<file path="src/hw/cprs_defines.svh">
// constants for the programmer-visible register set of an 8-bit core
// assumes inclusion by bare name from the design files
// Behaviour
// RULE1 - one 8-bit sum register feeding the alu, loadable and storable, untouched by reset
// RULE2 - 16-bit index pointer built from upper and lower bytes, full value for indexing
// RULE3 - reset clears upper pointer byte, lower pointer byte keeps its value
// RULE4 - some operations act on lower pointer byte only, upper byte untouched
// RULE5 - lower byte is a data register: clear, inc, dec, com, neg, shift, rotate, transfers
// RULE6 - 16-bit stack pointer addresses next free stack location anywhere in 64 Kbyte
// RULE7 - stack holds return address on calls, return address and registers on interrupts
// RULE8 - reset forces the stack pointer to 0x00ff
// RULE9 - stack adjust adds a sign-extended 8-bit immediate to the whole stack pointer
// RULE10 - stack low reload changes only the low byte of the stack pointer
// RULE11 - program counter advances by one on every instruction or operand byte fetch
// RULE12 - jump, branch, interrupt and return load a non-sequential program counter value
// RULE13 - reset loads the program counter from the vector at 0xfffe and 0xffff
// RULE14 - 8-bit flag register with mask and five flags, bits 6 and 5 read one
// RULE15 - core registers sit outside the memory map, reached only by execution
// RULE16 - flags: overflow 7, half-carry 4, mask 3, negative 2, zero 1, carry 0
// RULE17 - interrupt mask set after registers are stacked, before the first handler instruction
// RULE18 - vector high byte comes from the lower address, low byte from the next
`ifndef CPRS_DEFINES_SVH
`define CPRS_DEFINES_SVH
`define CPRS_SP_RESET      16'h00ff
`define CPRS_SP_LOW_RELOAD 8'hff
`define CPRS_VEC_HI_ADDR   16'hfffe
`define CPRS_VEC_LO_ADDR   16'hffff
`define CPRS_IDX_HI_RESET  8'h00
`define CPRS_PC_RESET      16'h0000
`define CPRS_FLAG_RESET    8'h68
`define CPRS_FLAG_V        7
`define CPRS_FLAG_ONE6     6
`define CPRS_FLAG_ONE5     5
`define CPRS_FLAG_H        4
`define CPRS_FLAG_I        3
`define CPRS_FLAG_N        2
`define CPRS_FLAG_Z        1
`define CPRS_FLAG_C        0
`define CPRS_FLAG_FIXED    8'h60
`endif

</file>
<file path="src/hw/cprs_pkg.sv">
// types shared by the register set and its helpers
// assumes cprs_defines.svh is compiled alongside
package cprs_pkg;
  // operations on the lower pointer byte
  typedef enum logic [3:0] {
    CPRS_XOP_NONE, CPRS_XOP_CLR, CPRS_XOP_INC, CPRS_XOP_DEC, CPRS_XOP_COM,
    CPRS_XOP_NEG, CPRS_XOP_LSL, CPRS_XOP_LSR, CPRS_XOP_ASR, CPRS_XOP_ROL,
    CPRS_XOP_ROR, CPRS_XOP_FROM_SUM
  } cprs_xop_t;
  // stack pointer operations
  typedef enum logic [2:0] {
    CPRS_SOP_NONE, CPRS_SOP_PUSH, CPRS_SOP_PULL, CPRS_SOP_ADJUST,
    CPRS_SOP_LOW_RELOAD, CPRS_SOP_LOAD
  } cprs_sop_t;
  // reset vector fetch sequence
  typedef enum logic [1:0] {
    CPRS_VS_HI, CPRS_VS_LO, CPRS_VS_RUN
  } cprs_vstate_t;
endpackage

</file>
<file path="src/hw/cprs_xunit.sv">
// lower pointer byte data unit: one-operand operations on an 8-bit value
// assumes combinational use from the register set, carry in from flags
module cprs_xunit (
  // operand
  input  wire logic [7:0]         x_in,
  input  wire logic [7:0]         sum_in,
  input  wire logic               carry_in,
  input  wire cprs_pkg::cprs_xop_t op,
  // result
  output logic      [7:0]         x_out,
  output logic                    carry_out,
  output logic                    carry_upd
);
  // RULE5 x data ops
  always_comb begin
    x_out     = x_in;
    carry_out = carry_in;
    carry_upd = 1'b0;
    case (op)
      cprs_pkg::CPRS_XOP_CLR:      x_out = 8'h00;
      cprs_pkg::CPRS_XOP_INC:      x_out = x_in + 8'h01;
      cprs_pkg::CPRS_XOP_DEC:      x_out = x_in - 8'h01;
      cprs_pkg::CPRS_XOP_COM: begin
        x_out = ~x_in;
        carry_out = 1'b1;
        carry_upd = 1'b1;
      end
      cprs_pkg::CPRS_XOP_NEG: begin
        x_out = 8'h00 - x_in;
        carry_out = (x_in != 8'h00);
        carry_upd = 1'b1;
      end
      cprs_pkg::CPRS_XOP_LSL: begin
        x_out = {x_in[6:0], 1'b0};
        carry_out = x_in[7];
        carry_upd = 1'b1;
      end
      cprs_pkg::CPRS_XOP_LSR: begin
        x_out = {1'b0, x_in[7:1]};
        carry_out = x_in[0];
        carry_upd = 1'b1;
      end
      cprs_pkg::CPRS_XOP_ASR: begin
        x_out = {x_in[7], x_in[7:1]};
        carry_out = x_in[0];
        carry_upd = 1'b1;
      end
      cprs_pkg::CPRS_XOP_ROL: begin
        x_out = {x_in[6:0], carry_in};
        carry_out = x_in[7];
        carry_upd = 1'b1;
      end
      cprs_pkg::CPRS_XOP_ROR: begin
        x_out = {carry_in, x_in[7:1]};
        carry_out = x_in[0];
        carry_upd = 1'b1;
      end
      cprs_pkg::CPRS_XOP_FROM_SUM: x_out = sum_in;
      default:                      x_out = x_in;
    endcase
  end
endmodule

</file>
<file path="src/hw/cprs_spunit.sv">
// stack pointer next-value logic
// assumes the register set holds the pointer and applies the result
`include "cprs_defines.svh"
module cprs_spunit (
  // current pointer and command
  input  wire logic [15:0]        sp_in,
  input  wire cprs_pkg::cprs_sop_t op,
  input  wire logic [7:0]         imm,
  input  wire logic [15:0]        load_val,
  // next pointer
  output logic      [15:0]        sp_out
);
  // stack grows down, push leaves pointer at next free byte
  always_comb begin
    case (op)
      // RULE6 push pull
      cprs_pkg::CPRS_SOP_PUSH:       sp_out = sp_in - 16'h0001;
      cprs_pkg::CPRS_SOP_PULL:       sp_out = sp_in + 16'h0001;
      // RULE9 signed adjust
      cprs_pkg::CPRS_SOP_ADJUST:     sp_out = sp_in + {{8{imm[7]}}, imm};
      // RULE10 low byte only
      cprs_pkg::CPRS_SOP_LOW_RELOAD: sp_out = {sp_in[15:8], `CPRS_SP_LOW_RELOAD};
      cprs_pkg::CPRS_SOP_LOAD:       sp_out = load_val;
      default:                       sp_out = sp_in;
    endcase
  end
endmodule

</file>
<file path="src/hw/cprs_regs.sv">
// programmer-visible register set: sum, index pointer, stack, program counter, flags
// assumes execution logic drives one-cycle commands on the core clock;
// registers have no memory address, only these ports reach them
`include "cprs_defines.svh"
module cprs_regs (
  // clock and reset
  input  wire logic                clk,
  input  wire logic                rst_n,
  // memory read data for vector fetch
  input  wire logic [7:0]          mem_rdata,
  // sum register control
  input  wire logic                sum_load,
  input  wire logic [7:0]          sum_data,
  // index pointer control
  input  wire cprs_pkg::cprs_xop_t x_op,
  input  wire logic                idx_load,
  input  wire logic [15:0]         idx_data,
  input  wire logic                x_load,
  input  wire logic [7:0]          x_data,
  // stack pointer control
  input  wire cprs_pkg::cprs_sop_t sp_op,
  input  wire logic [7:0]          sp_imm,
  input  wire logic [15:0]         sp_data,
  // program counter control
  input  wire logic                pc_fetch,
  input  wire logic                pc_flow,
  input  wire logic [15:0]         pc_target,
  // flag control
  input  wire logic                flags_load,
  input  wire logic [7:0]          flags_data,
  input  wire logic                irq_stacked,
  // register views
  output logic [7:0]               sum_q,
  output logic [15:0]              index_pointer,
  output logic [15:0]              stack_pointer,
  output logic [15:0]              program_counter,
  output logic [7:0]               condition_flags,
  // vector fetch
  output logic [15:0]              vec_addr,
  output logic                     vec_rd,
  output logic                     core_ready
);
  // whole state in one struct
  typedef struct packed {
    logic [7:0]            sum;
    logic [7:0]            idx_hi;
    logic [7:0]            idx_lo;
    logic [15:0]           sp;
    logic [15:0]           pc;
    logic [7:0]            flags;
    cprs_pkg::cprs_vstate_t vs;
    logic [15:0]           vec_addr;
    logic                  vec_rd;
    logic                  ready;
  } cprs_state_t;

  cprs_state_t st_r;
  cprs_state_t st_nxt;
  logic [7:0]  x_res;
  logic        x_c;
  logic        x_cupd;
  logic [15:0] sp_res;

  // lower pointer byte data path
  cprs_xunit u_xunit (
    .x_in      (st_r.idx_lo),
    .sum_in    (st_r.sum),
    .carry_in  (st_r.flags[`CPRS_FLAG_C]),
    .op        (x_op),
    .x_out     (x_res),
    .carry_out (x_c),
    .carry_upd (x_cupd)
  );

  // stack pointer path
  cprs_spunit u_spunit (
    .sp_in    (st_r.sp),
    .op       (sp_op),
    .imm      (sp_imm),
    .load_val (sp_data),
    .sp_out   (sp_res)
  );

  // next state; vector fetch first, then ordinary execution
  always_comb begin
    st_nxt = st_r;
    case (st_r.vs)
      cprs_pkg::CPRS_VS_HI: begin
        // RULE18 high byte first
        st_nxt.pc[15:8] = mem_rdata;
        st_nxt.vec_addr = `CPRS_VEC_LO_ADDR;
        st_nxt.vs       = cprs_pkg::CPRS_VS_LO;
      end
      cprs_pkg::CPRS_VS_LO: begin
        // RULE13 vector low byte
        st_nxt.pc[7:0] = mem_rdata;
        st_nxt.vec_rd  = 1'b0;
        st_nxt.ready   = 1'b1;
        st_nxt.vs      = cprs_pkg::CPRS_VS_RUN;
      end
      cprs_pkg::CPRS_VS_RUN: begin
        // RULE1 sum load
        if (sum_load) begin
          st_nxt.sum = sum_data;
        end else if (x_op == cprs_pkg::CPRS_XOP_NONE && x_load) begin
          st_nxt.sum = st_r.sum;
        end
        // RULE2 full pointer load
        if (idx_load) begin
          st_nxt.idx_hi = idx_data[15:8];
          st_nxt.idx_lo = idx_data[7:0];
        // RULE4 low byte only
        end else if (x_load) begin
          st_nxt.idx_lo = x_data;
        end else begin
          // RULE5 x data ops
          st_nxt.idx_lo = x_res;
        end
        // RULE7 stacking moves pointer
        st_nxt.sp = sp_res;
        // RULE12 change of flow
        if (pc_flow) begin
          st_nxt.pc = pc_target;
        // RULE11 sequential fetch
        end else if (pc_fetch) begin
          st_nxt.pc = st_r.pc + 16'h0001;
        end
        if (flags_load) begin
          st_nxt.flags = flags_data;
        end else if (x_cupd) begin
          st_nxt.flags[`CPRS_FLAG_C] = x_c;
        end
        // RULE17 mask after stacking
        if (irq_stacked) begin
          st_nxt.flags[`CPRS_FLAG_I] = 1'b1;
        end
      end
      default: st_nxt.vs = cprs_pkg::CPRS_VS_RUN;
    endcase
    // RULE14 fixed one bits
    st_nxt.flags = st_nxt.flags | `CPRS_FLAG_FIXED;
  end

  // register; reset touches only pointer high, stack, pc, flags and the fetch sequence
  // RULE1 sum kept over reset
  // RULE3 lower byte kept over reset
  // sum and low byte sit outside the reset branch, so they hold while reset is low;
  // this costs a hold path on those flops but keeps one register process
  always_ff @(posedge clk or negedge rst_n) begin
    if (!rst_n) begin
      // RULE3 upper byte cleared
      st_r.idx_hi   <= `CPRS_IDX_HI_RESET;
      // RULE8 stack reset value
      st_r.sp       <= `CPRS_SP_RESET;
      st_r.pc       <= `CPRS_PC_RESET;
      st_r.flags    <= `CPRS_FLAG_RESET;
      st_r.vs       <= cprs_pkg::CPRS_VS_HI;
      st_r.vec_addr <= `CPRS_VEC_HI_ADDR;
      st_r.vec_rd   <= 1'b1;
      st_r.ready    <= 1'b0;
    end else begin
      st_r <= st_nxt;
    end
  end

  // RULE15 port views only
  assign sum_q           = st_r.sum;
  assign index_pointer   = {st_r.idx_hi, st_r.idx_lo};
  assign stack_pointer   = st_r.sp;
  assign program_counter = st_r.pc;
  // RULE16 flag layout
  assign condition_flags = st_r.flags;
  assign vec_addr        = st_r.vec_addr;
  assign vec_rd          = st_r.vec_rd;
  assign core_ready      = st_r.ready;

  // checks
  chk_sp_reset_val: assert property (@(posedge clk)
    $rose(rst_n) |-> stack_pointer == `CPRS_SP_RESET) // RULE8
    else $error("stack pointer not at reset value");
  chk_hi_reset_zero: assert property (@(posedge clk)
    $rose(rst_n) |-> index_pointer[15:8] == 8'h00) // RULE3
    else $error("pointer high byte not cleared");
  chk_pc_vector: assert property (@(posedge clk) disable iff (!rst_n)
    st_r.vs == cprs_pkg::CPRS_VS_HI ##1 st_r.vs == cprs_pkg::CPRS_VS_LO
    |=> program_counter == {$past(mem_rdata, 2), $past(mem_rdata)}) // RULE13
    else $error("reset vector not loaded");
  chk_pc_increment: assert property (@(posedge clk) disable iff (!rst_n)
    core_ready && pc_fetch && !pc_flow
    |=> program_counter == $past(program_counter) + 16'h0001) // RULE11
    else $error("pc did not advance");
  chk_pc_flow: assert property (@(posedge clk) disable iff (!rst_n)
    core_ready && pc_flow |=> program_counter == $past(pc_target)) // RULE12
    else $error("pc not loaded on change of flow");
  chk_sp_adjust: assert property (@(posedge clk) disable iff (!rst_n)
    core_ready && sp_op == cprs_pkg::CPRS_SOP_ADJUST
    |=> stack_pointer == $past(stack_pointer) + {{8{$past(sp_imm[7])}}, $past(sp_imm)}) // RULE9
    else $error("stack adjust wrong");
  chk_sp_reload: assert property (@(posedge clk) disable iff (!rst_n)
    core_ready && sp_op == cprs_pkg::CPRS_SOP_LOW_RELOAD
    |=> stack_pointer == {$past(stack_pointer[15:8]), 8'hff}) // RULE10
    else $error("reload touched high byte");
  chk_flags_fixed: assert property (@(posedge clk) disable iff (!rst_n)
    condition_flags[6:5] == 2'b11) // RULE14
    else $error("fixed flag bits not one");
  chk_mask_set: assert property (@(posedge clk) disable iff (!rst_n)
    core_ready && irq_stacked |=> condition_flags[`CPRS_FLAG_I]) // RULE17
    else $error("mask not set after stacking");
  chk_x_only: assert property (@(posedge clk) disable iff (!rst_n)
    core_ready && !idx_load |=> index_pointer[15:8] == $past(index_pointer[15:8])) // RULE4
    else $error("upper byte changed");
  chk_sp_push: assert property (@(posedge clk) disable iff (!rst_n)
    core_ready && sp_op == cprs_pkg::CPRS_SOP_PUSH
    |=> stack_pointer == $past(stack_pointer) - 16'h0001) // RULE7
    else $error("push did not step pointer");
  chk_sum_load: assert property (@(posedge clk) disable iff (!rst_n)
    core_ready && sum_load |=> sum_q == $past(sum_data)) // RULE1
    else $error("sum register not loaded");

  // stack pointer commands
  chk_sp_pull: assert property (@(posedge clk) disable iff (!rst_n)
    core_ready && sp_op == cprs_pkg::CPRS_SOP_PULL
    |=> stack_pointer == $past(stack_pointer) + 16'h0001) // RULE6
    else $error("pull did not step pointer");
  chk_sp_load: assert property (@(posedge clk) disable iff (!rst_n)
    core_ready && sp_op == cprs_pkg::CPRS_SOP_LOAD |=> stack_pointer == $past(sp_data)) // RULE6
    else $error("stack pointer not loaded");
  chk_sp_hold: assert property (@(posedge clk) disable iff (!rst_n)
    core_ready && sp_op == cprs_pkg::CPRS_SOP_NONE |=> stack_pointer == $past(stack_pointer)) // RULE6
    else $error("idle stack pointer moved");

  // index pointer loads; sum and low byte may be unknown before their first load,
  // so none of these checks looks at them before a command gives them a value
  chk_idx_load: assert property (@(posedge clk) disable iff (!rst_n)
    core_ready && idx_load |=> index_pointer == $past(idx_data)) // RULE2
    else $error("index pointer not loaded");
  chk_x_load: assert property (@(posedge clk) disable iff (!rst_n)
    core_ready && !idx_load && x_load |=> index_pointer[7:0] == $past(x_data)) // RULE4
    else $error("low byte not loaded");

  // one-operand operations on the low byte
  chk_x_clear: assert property (@(posedge clk) disable iff (!rst_n)
    core_ready && !idx_load && !x_load && x_op == cprs_pkg::CPRS_XOP_CLR
    |=> index_pointer[7:0] == 8'h00) // RULE5
    else $error("low byte not cleared");
  chk_x_from_sum: assert property (@(posedge clk) disable iff (!rst_n)
    core_ready && !idx_load && !x_load && x_op == cprs_pkg::CPRS_XOP_FROM_SUM
    |=> index_pointer[7:0] == $past(sum_q)) // RULE5
    else $error("transfer from sum wrong");
  chk_x_inc: assert property (@(posedge clk) disable iff (!rst_n)
    core_ready && !idx_load && !x_load && x_op == cprs_pkg::CPRS_XOP_INC
    |=> index_pointer[7:0] == $past(index_pointer[7:0]) + 8'h01) // RULE5
    else $error("low byte increment wrong");
  chk_x_dec: assert property (@(posedge clk) disable iff (!rst_n)
    core_ready && !idx_load && !x_load && x_op == cprs_pkg::CPRS_XOP_DEC
    |=> index_pointer[7:0] == $past(index_pointer[7:0]) - 8'h01) // RULE5
    else $error("low byte decrement wrong");
  chk_x_com: assert property (@(posedge clk) disable iff (!rst_n)
    core_ready && !idx_load && !x_load && x_op == cprs_pkg::CPRS_XOP_COM
    |=> index_pointer[7:0] == ~$past(index_pointer[7:0])) // RULE5
    else $error("low byte complement wrong");
  chk_x_neg: assert property (@(posedge clk) disable iff (!rst_n)
    core_ready && !idx_load && !x_load && x_op == cprs_pkg::CPRS_XOP_NEG
    |=> index_pointer[7:0] == 8'h00 - $past(index_pointer[7:0])) // RULE5
    else $error("low byte negate wrong");
  chk_x_lsl: assert property (@(posedge clk) disable iff (!rst_n)
    core_ready && !idx_load && !x_load && x_op == cprs_pkg::CPRS_XOP_LSL
    |=> index_pointer[7:0] == {$past(index_pointer[6:0]), 1'b0}) // RULE5
    else $error("low byte left shift wrong");
  chk_x_lsr: assert property (@(posedge clk) disable iff (!rst_n)
    core_ready && !idx_load && !x_load && x_op == cprs_pkg::CPRS_XOP_LSR
    |=> index_pointer[7:0] == {1'b0, $past(index_pointer[7:1])}) // RULE5
    else $error("low byte right shift wrong");
  chk_x_asr: assert property (@(posedge clk) disable iff (!rst_n)
    core_ready && !idx_load && !x_load && x_op == cprs_pkg::CPRS_XOP_ASR
    |=> index_pointer[7:0] == {$past(index_pointer[7]), $past(index_pointer[7:1])}) // RULE5
    else $error("low byte arithmetic shift wrong");
  chk_x_rol: assert property (@(posedge clk) disable iff (!rst_n)
    core_ready && !idx_load && !x_load && x_op == cprs_pkg::CPRS_XOP_ROL
    |=> index_pointer[7:0] == {$past(index_pointer[6:0]), $past(condition_flags[0])}) // RULE5
    else $error("low byte left rotate wrong");
  chk_x_ror: assert property (@(posedge clk) disable iff (!rst_n)
    core_ready && !idx_load && !x_load && x_op == cprs_pkg::CPRS_XOP_ROR
    |=> index_pointer[7:0] == {$past(condition_flags[0]), $past(index_pointer[7:1])}) // RULE5
    else $error("low byte right rotate wrong");
  chk_carry_com: assert property (@(posedge clk) disable iff (!rst_n)
    core_ready && !flags_load && x_op == cprs_pkg::CPRS_XOP_COM
    |=> condition_flags[`CPRS_FLAG_C]) // RULE16
    else $error("complement left carry clear");

  // program counter and flags
  chk_pc_hold: assert property (@(posedge clk) disable iff (!rst_n)
    core_ready && !pc_fetch && !pc_flow |=> program_counter == $past(program_counter)) // RULE11
    else $error("pc moved without a fetch");
  chk_flags_load: assert property (@(posedge clk) disable iff (!rst_n)
    core_ready && flags_load && !irq_stacked
    |=> condition_flags == ($past(flags_data) | `CPRS_FLAG_FIXED)) // RULE16
    else $error("flags not loaded");

  // reset vector fetch; commands must stay ignored until it is done
  chk_vec_first: assert property (@(posedge clk) disable iff (!rst_n)
    st_r.vs == cprs_pkg::CPRS_VS_HI |-> vec_addr == `CPRS_VEC_HI_ADDR && vec_rd) // RULE18
    else $error("vector fetch not at high byte");
  chk_vec_low: assert property (@(posedge clk) disable iff (!rst_n)
    st_r.vs == cprs_pkg::CPRS_VS_LO |-> vec_addr == `CPRS_VEC_LO_ADDR && vec_rd) // RULE18
    else $error("vector fetch not at low byte");
  chk_ready_hold: assert property (@(posedge clk) disable iff (!rst_n)
    core_ready |=> core_ready) // RULE13
    else $error("ready dropped without reset");
  chk_busy_ignored: assert property (@(posedge clk) disable iff (!rst_n)
    !core_ready |=> stack_pointer == $past(stack_pointer)) // RULE13
    else $error("command taken during vector fetch");

  cov_vector_done: cover property (@(posedge clk) disable iff (!rst_n) $rose(core_ready));
  cov_adjust: cover property (@(posedge clk) disable iff (!rst_n)
    core_ready && sp_op == cprs_pkg::CPRS_SOP_ADJUST && sp_imm[7]);
  cov_irq: cover property (@(posedge clk) disable iff (!rst_n) core_ready && irq_stacked);
  cov_rotate: cover property (@(posedge clk) disable iff (!rst_n)
    core_ready && x_op == cprs_pkg::CPRS_XOP_ROL);
  cov_sp_load: cover property (@(posedge clk) disable iff (!rst_n)
    core_ready && sp_op == cprs_pkg::CPRS_SOP_LOAD);
endmodule

</file>
<file path="config.mk">
export PLATFORM = sky130hd
export DESIGN_NAME = cprs_regs
export DESIGN_NICKNAME = d
export VERILOG_FILES = /design/src/hw/cprs_pkg.sv /design/src/hw/cprs_xunit.sv /design/src/hw/cprs_spunit.sv /design/src/hw/cprs_regs.sv
export VERILOG_INCLUDE_DIRS = /design/src /design/src/hw
export SDC_FILE = /design/constraint.sdc
export NUM_CORES = 1
export LEC_CHECK = 0
export ABC_AREA = 1
export BUFFER_PORTS_ARGS = -buffer_cell sky130_fd_sc_hd__buf_2
export CAP_MARGIN = 20
export CORE_MARGIN = 2
export CORE_UTILIZATION = 51
export DETAILED_ROUTE_END_ITERATION = 10
export HOLD_SLACK_MARGIN = 0.12
export PLACE_DENSITY = 0.81
export SETUP_SLACK_MARGIN = 0.1
export SYNTH_ARGS = -nofsm -noshare
export SYNTH_HDL_FRONTEND = slang
export SYNTH_SLANG_ARGS = --single-unit
export TNS_END_PERCENT = 50
</file>
<file path="constraint.sdc">
create_clock -name clk -period 4 [get_ports clk]
set_input_delay 0.8 -clock clk [delete_from_list [all_inputs] [get_ports clk]]
set_output_delay 0.8 -clock clk [all_outputs]
set_load 0.05 [all_outputs]
</file>
==> run_results.csv <==
group,metric,value,unit
global_route,grt_pass1_wl,23.5,mm
synth,synth_ff_type,"dfrtp_1",
timing,hold_violations,0,
placed_design,preCtsSetupSlack,0.917,ns
synth,synth_top_area_cell,"dfrtp_1",
synth,synth_cell_types,47,
synth,syn_area,5510,um2
timing,relSlewSlack,0.264,
placed_design,numPortBuffers,166,
power,p_int,1640,uW
die,core,10400,um2
power,power.density,525,nW/um2
job,drv_cap,0,
cts,cts-resized-gates,0,
cts,clkSinkCount,67,
cts,cts_tree,"built",
synth,yosysWarnings,0,
worst_hold_path,min_path_type,"primary input to async pin",
power,p_clk_frac,0.168,
die,io_pins,186,
critical_path,crit_type,"primary input to register",
detailed_routing,drc,0,
timing,period_share,0.695,
timing,slew_viol_final,0,
power,power_frac_comb,0.526,
timing,finalClockSkew,0.0121,ns
timing,setup_viol,0,
cts,holdBufCountCts,0,
synth,yosysSeqAreaShare,0.321,
detailed_routing,finalWirelength,14.6,mm
timing,rsz0062_at_grt,"false",
synth,synth.top_cell.area_share,0.186,
cts,clk_pin_slew_worst_paths,0.08,ns
status,status,"finished clean",
synth,synthTopCellsByArea,"dfrtp_1, buf_4, nand2_1",
timing,tightest_slew,1.10,ns
final_layout,nets,993,
cts,postCtsSetupBuffers,0,
synth,yosys_register_bits,67,
detailed_routing,drt_iter0_markers,269,
cts,numCtsBuffers,9,
synth,synthCells,765,
final_layout,area_growth,11.4,%
timing,final.setup.worst_slack,1.22,ns
die,rows,37,
placed_design,dp_hpwl,11.5,mm
power,leakage,0.00301,uW
synth,ys_top_cells_by_count,"nand2_1, nor2_1, buf_4, a21oi_1, inv_1",
detailed_routing,routed-via-count,5416,
die,die_h,108,um
detailed_routing,first_pass_iters,7,
cts,clock_latency,0.35,ns
final_layout,drive_gt1_frac,0.263,
power,power.share.sequential,0.306,
synth,synth_area_per_cell,7.21,um2
cts,htreeDepth,3,
critical_path,cp_max_fo,8,
detailed_routing,ant_nets,0,
timing,fin_crit,2.78,ns
power,p_sw,1590,uW
placed_design,place_congestion,0.928,
synth,synth_edf_count,16,
critical_path,cp.arrival,3.06,ns
synth,synth-async-reset-ratio,0.761,
timing,fmax,360,MHz
final_layout,antennaDiodeCount,0,
global_route,grt_use_total,0.253,
power,ir_drop,0.479,mV
critical_path,end_kind,"register",
synth,yosysMostFrequentCell,"nand2_1",
cts,cts-root-buf,"clkbuf_8",
critical_path,cp-start-kind,"primary input",
global_route,antenna_found_initial,0,
die,initial_utilization,0.529,
die,die_x,108,um
global_route,grt_overflow_total,0,
detailed_routing,vias_per_cell,5.36,
global_route,grt_max_degree,28,
detailed_routing,wire_per_inst,14.4,um
cts,clock_path_buffers,2,
die,die-area,11700,um2
critical_path,critical_path_required,4.28,ns
timing,fin_setup_tns,0,ns
power,switching_share,0.493,
global_route,grt_pass1_vias,5041,
[critical path: stages]
cell	delay, ns
buf_2	0.09
inv_1	0.04
nor2_1	0.08
buf_4	0.15
inv_1	0.05
a21oi_1	0.21
inv_1	0.07
ha_1	0.27
nand3_1	0.08
nand2_1	0.09
a21oi_1	0.39
o21ai_0	0.24
nand3_1	0.17
nand2_1	0.07
nand2_1	0.06
nand3_1	0.06
a21oi_1	0.13
[logic make-up after synthesis]
kind of cell / Yosys count / synth area share
other cells: 1 / 0.000680
compound gates: 167 / 0.174
buf+inv: 163 / 0.167
xor+xnor: 17 / 0.0270
simple gates: 323 / 0.250
mux: 8 / 0.0163
flops: 67 / 0.321
fa+ha+maj: 19 / 0.0445
[path summary, 6_finish.rpt]
kind,end,depth (start not counted),start,slack (ns)
min in group clk,vec_rd,2,vec_rd,0.45
worst max register to register,stack_pointer[15],10,stack_pointer[2],1.72
worst max-delay path,stack_pointer[15],17,sp_op[1],1.22
worst min-delay path,stack_pointer[9],1,rst_n,0.42
max in group asynchronous,stack_pointer[0],2,rst_n,2.81
worst min register to register,vec_rd,2,vec_rd,0.45
[flip-flops by register name, indices dropped and copies added (netlist names)]
signal	count
st_r	2
condition_flags	6
vec_addr	1
sum_q	8
index_pointer	16
stack_pointer	16
core_ready	1
program_counter	16
vec_rd	1
[power groups by stage]
| stage | Sequential [uW] | Combinational [uW] | Clock, uW |
|---|---|---|---|
| 2_1_floorplan | 961 | 1510 | 0 |
| 3_3_place_gp | 996 | 1650 | 0 |
| 3_5_place_dp | 997 | 1680 | 0 |
| 4_1_cts | 985 | 1680 | 558 |
| 5_1_grt | 1010 | 1860 | 584 |
| 6_report | 989 | 1700 | 542 |
[layer usage]
| metal | track usage | routed length, um |
|---|---|---|
| met4 | 0.0797 | 278 |
| met5 | 0 | 0 |
| met1 | 0.335 | 6230 |
| met2 | 0.418 | 6870 |
| met3 | 0.0518 | 1190 |
[area by class of cell]
type | count | area, um2
clock buffers | 11 | 153
clock inverters | 5 | 35.0
fillers | 1011 | 4270
inverters | 71 | 269
multi-input cells | 551 | 2890
flip-flops and latches | 67 | 1770
well taps | 136 | 170
repair buffers | 170 | 861
[placed cells by master, fill, tap and decap left out, types with 10 or more instances in the layout]
| master | netlist | layout |
|---|---|---|
| a21oi_1 | 65 | 65 |
| o21ai_0 | 46 | 46 |
| nand3_1 | 33 | 33 |
| dfrtp_1 | 41 | 41 |
| dfstp_2 | 10 | 10 |
| o211ai_1 | 13 | 13 |
| nor2_1 | 91 | 91 |
| conb_1 | 1 | 17 |
| nand4_1 | 10 | 10 |
| ha_1 | 18 | 18 |
| edfxtp_1 | 16 | 16 |
| buf_2 | 4 | 166 |
| nand2_1 | 158 | 158 |
| a31oi_1 | 17 | 17 |
| inv_1 | 64 | 64 |
[through the flow]
| stage | total power, uW | hold slack, ns | instances | instance area (um2) | util |
|---|---|---|---|---|---|
| finish | 3230 | 0.421 | 1011 | 6140 | 0.590 |
| global route | 3450 | 0.440 | 1011 | 6140 | 0.590 |
| CTS | 3220 | 0.427 | 1011 | 6140 | 0.590 |
| detailed placement | 2670 | 0.441 | 995 | 5950 | 0.572 |
| global placement | 2640 | 0.429 | 995 | 5950 | 0.572 |
| floorplan | 2470 | 0.441 | 781 | 5570 | - |
Note: power is estimated with default switching activity, not from simulation.
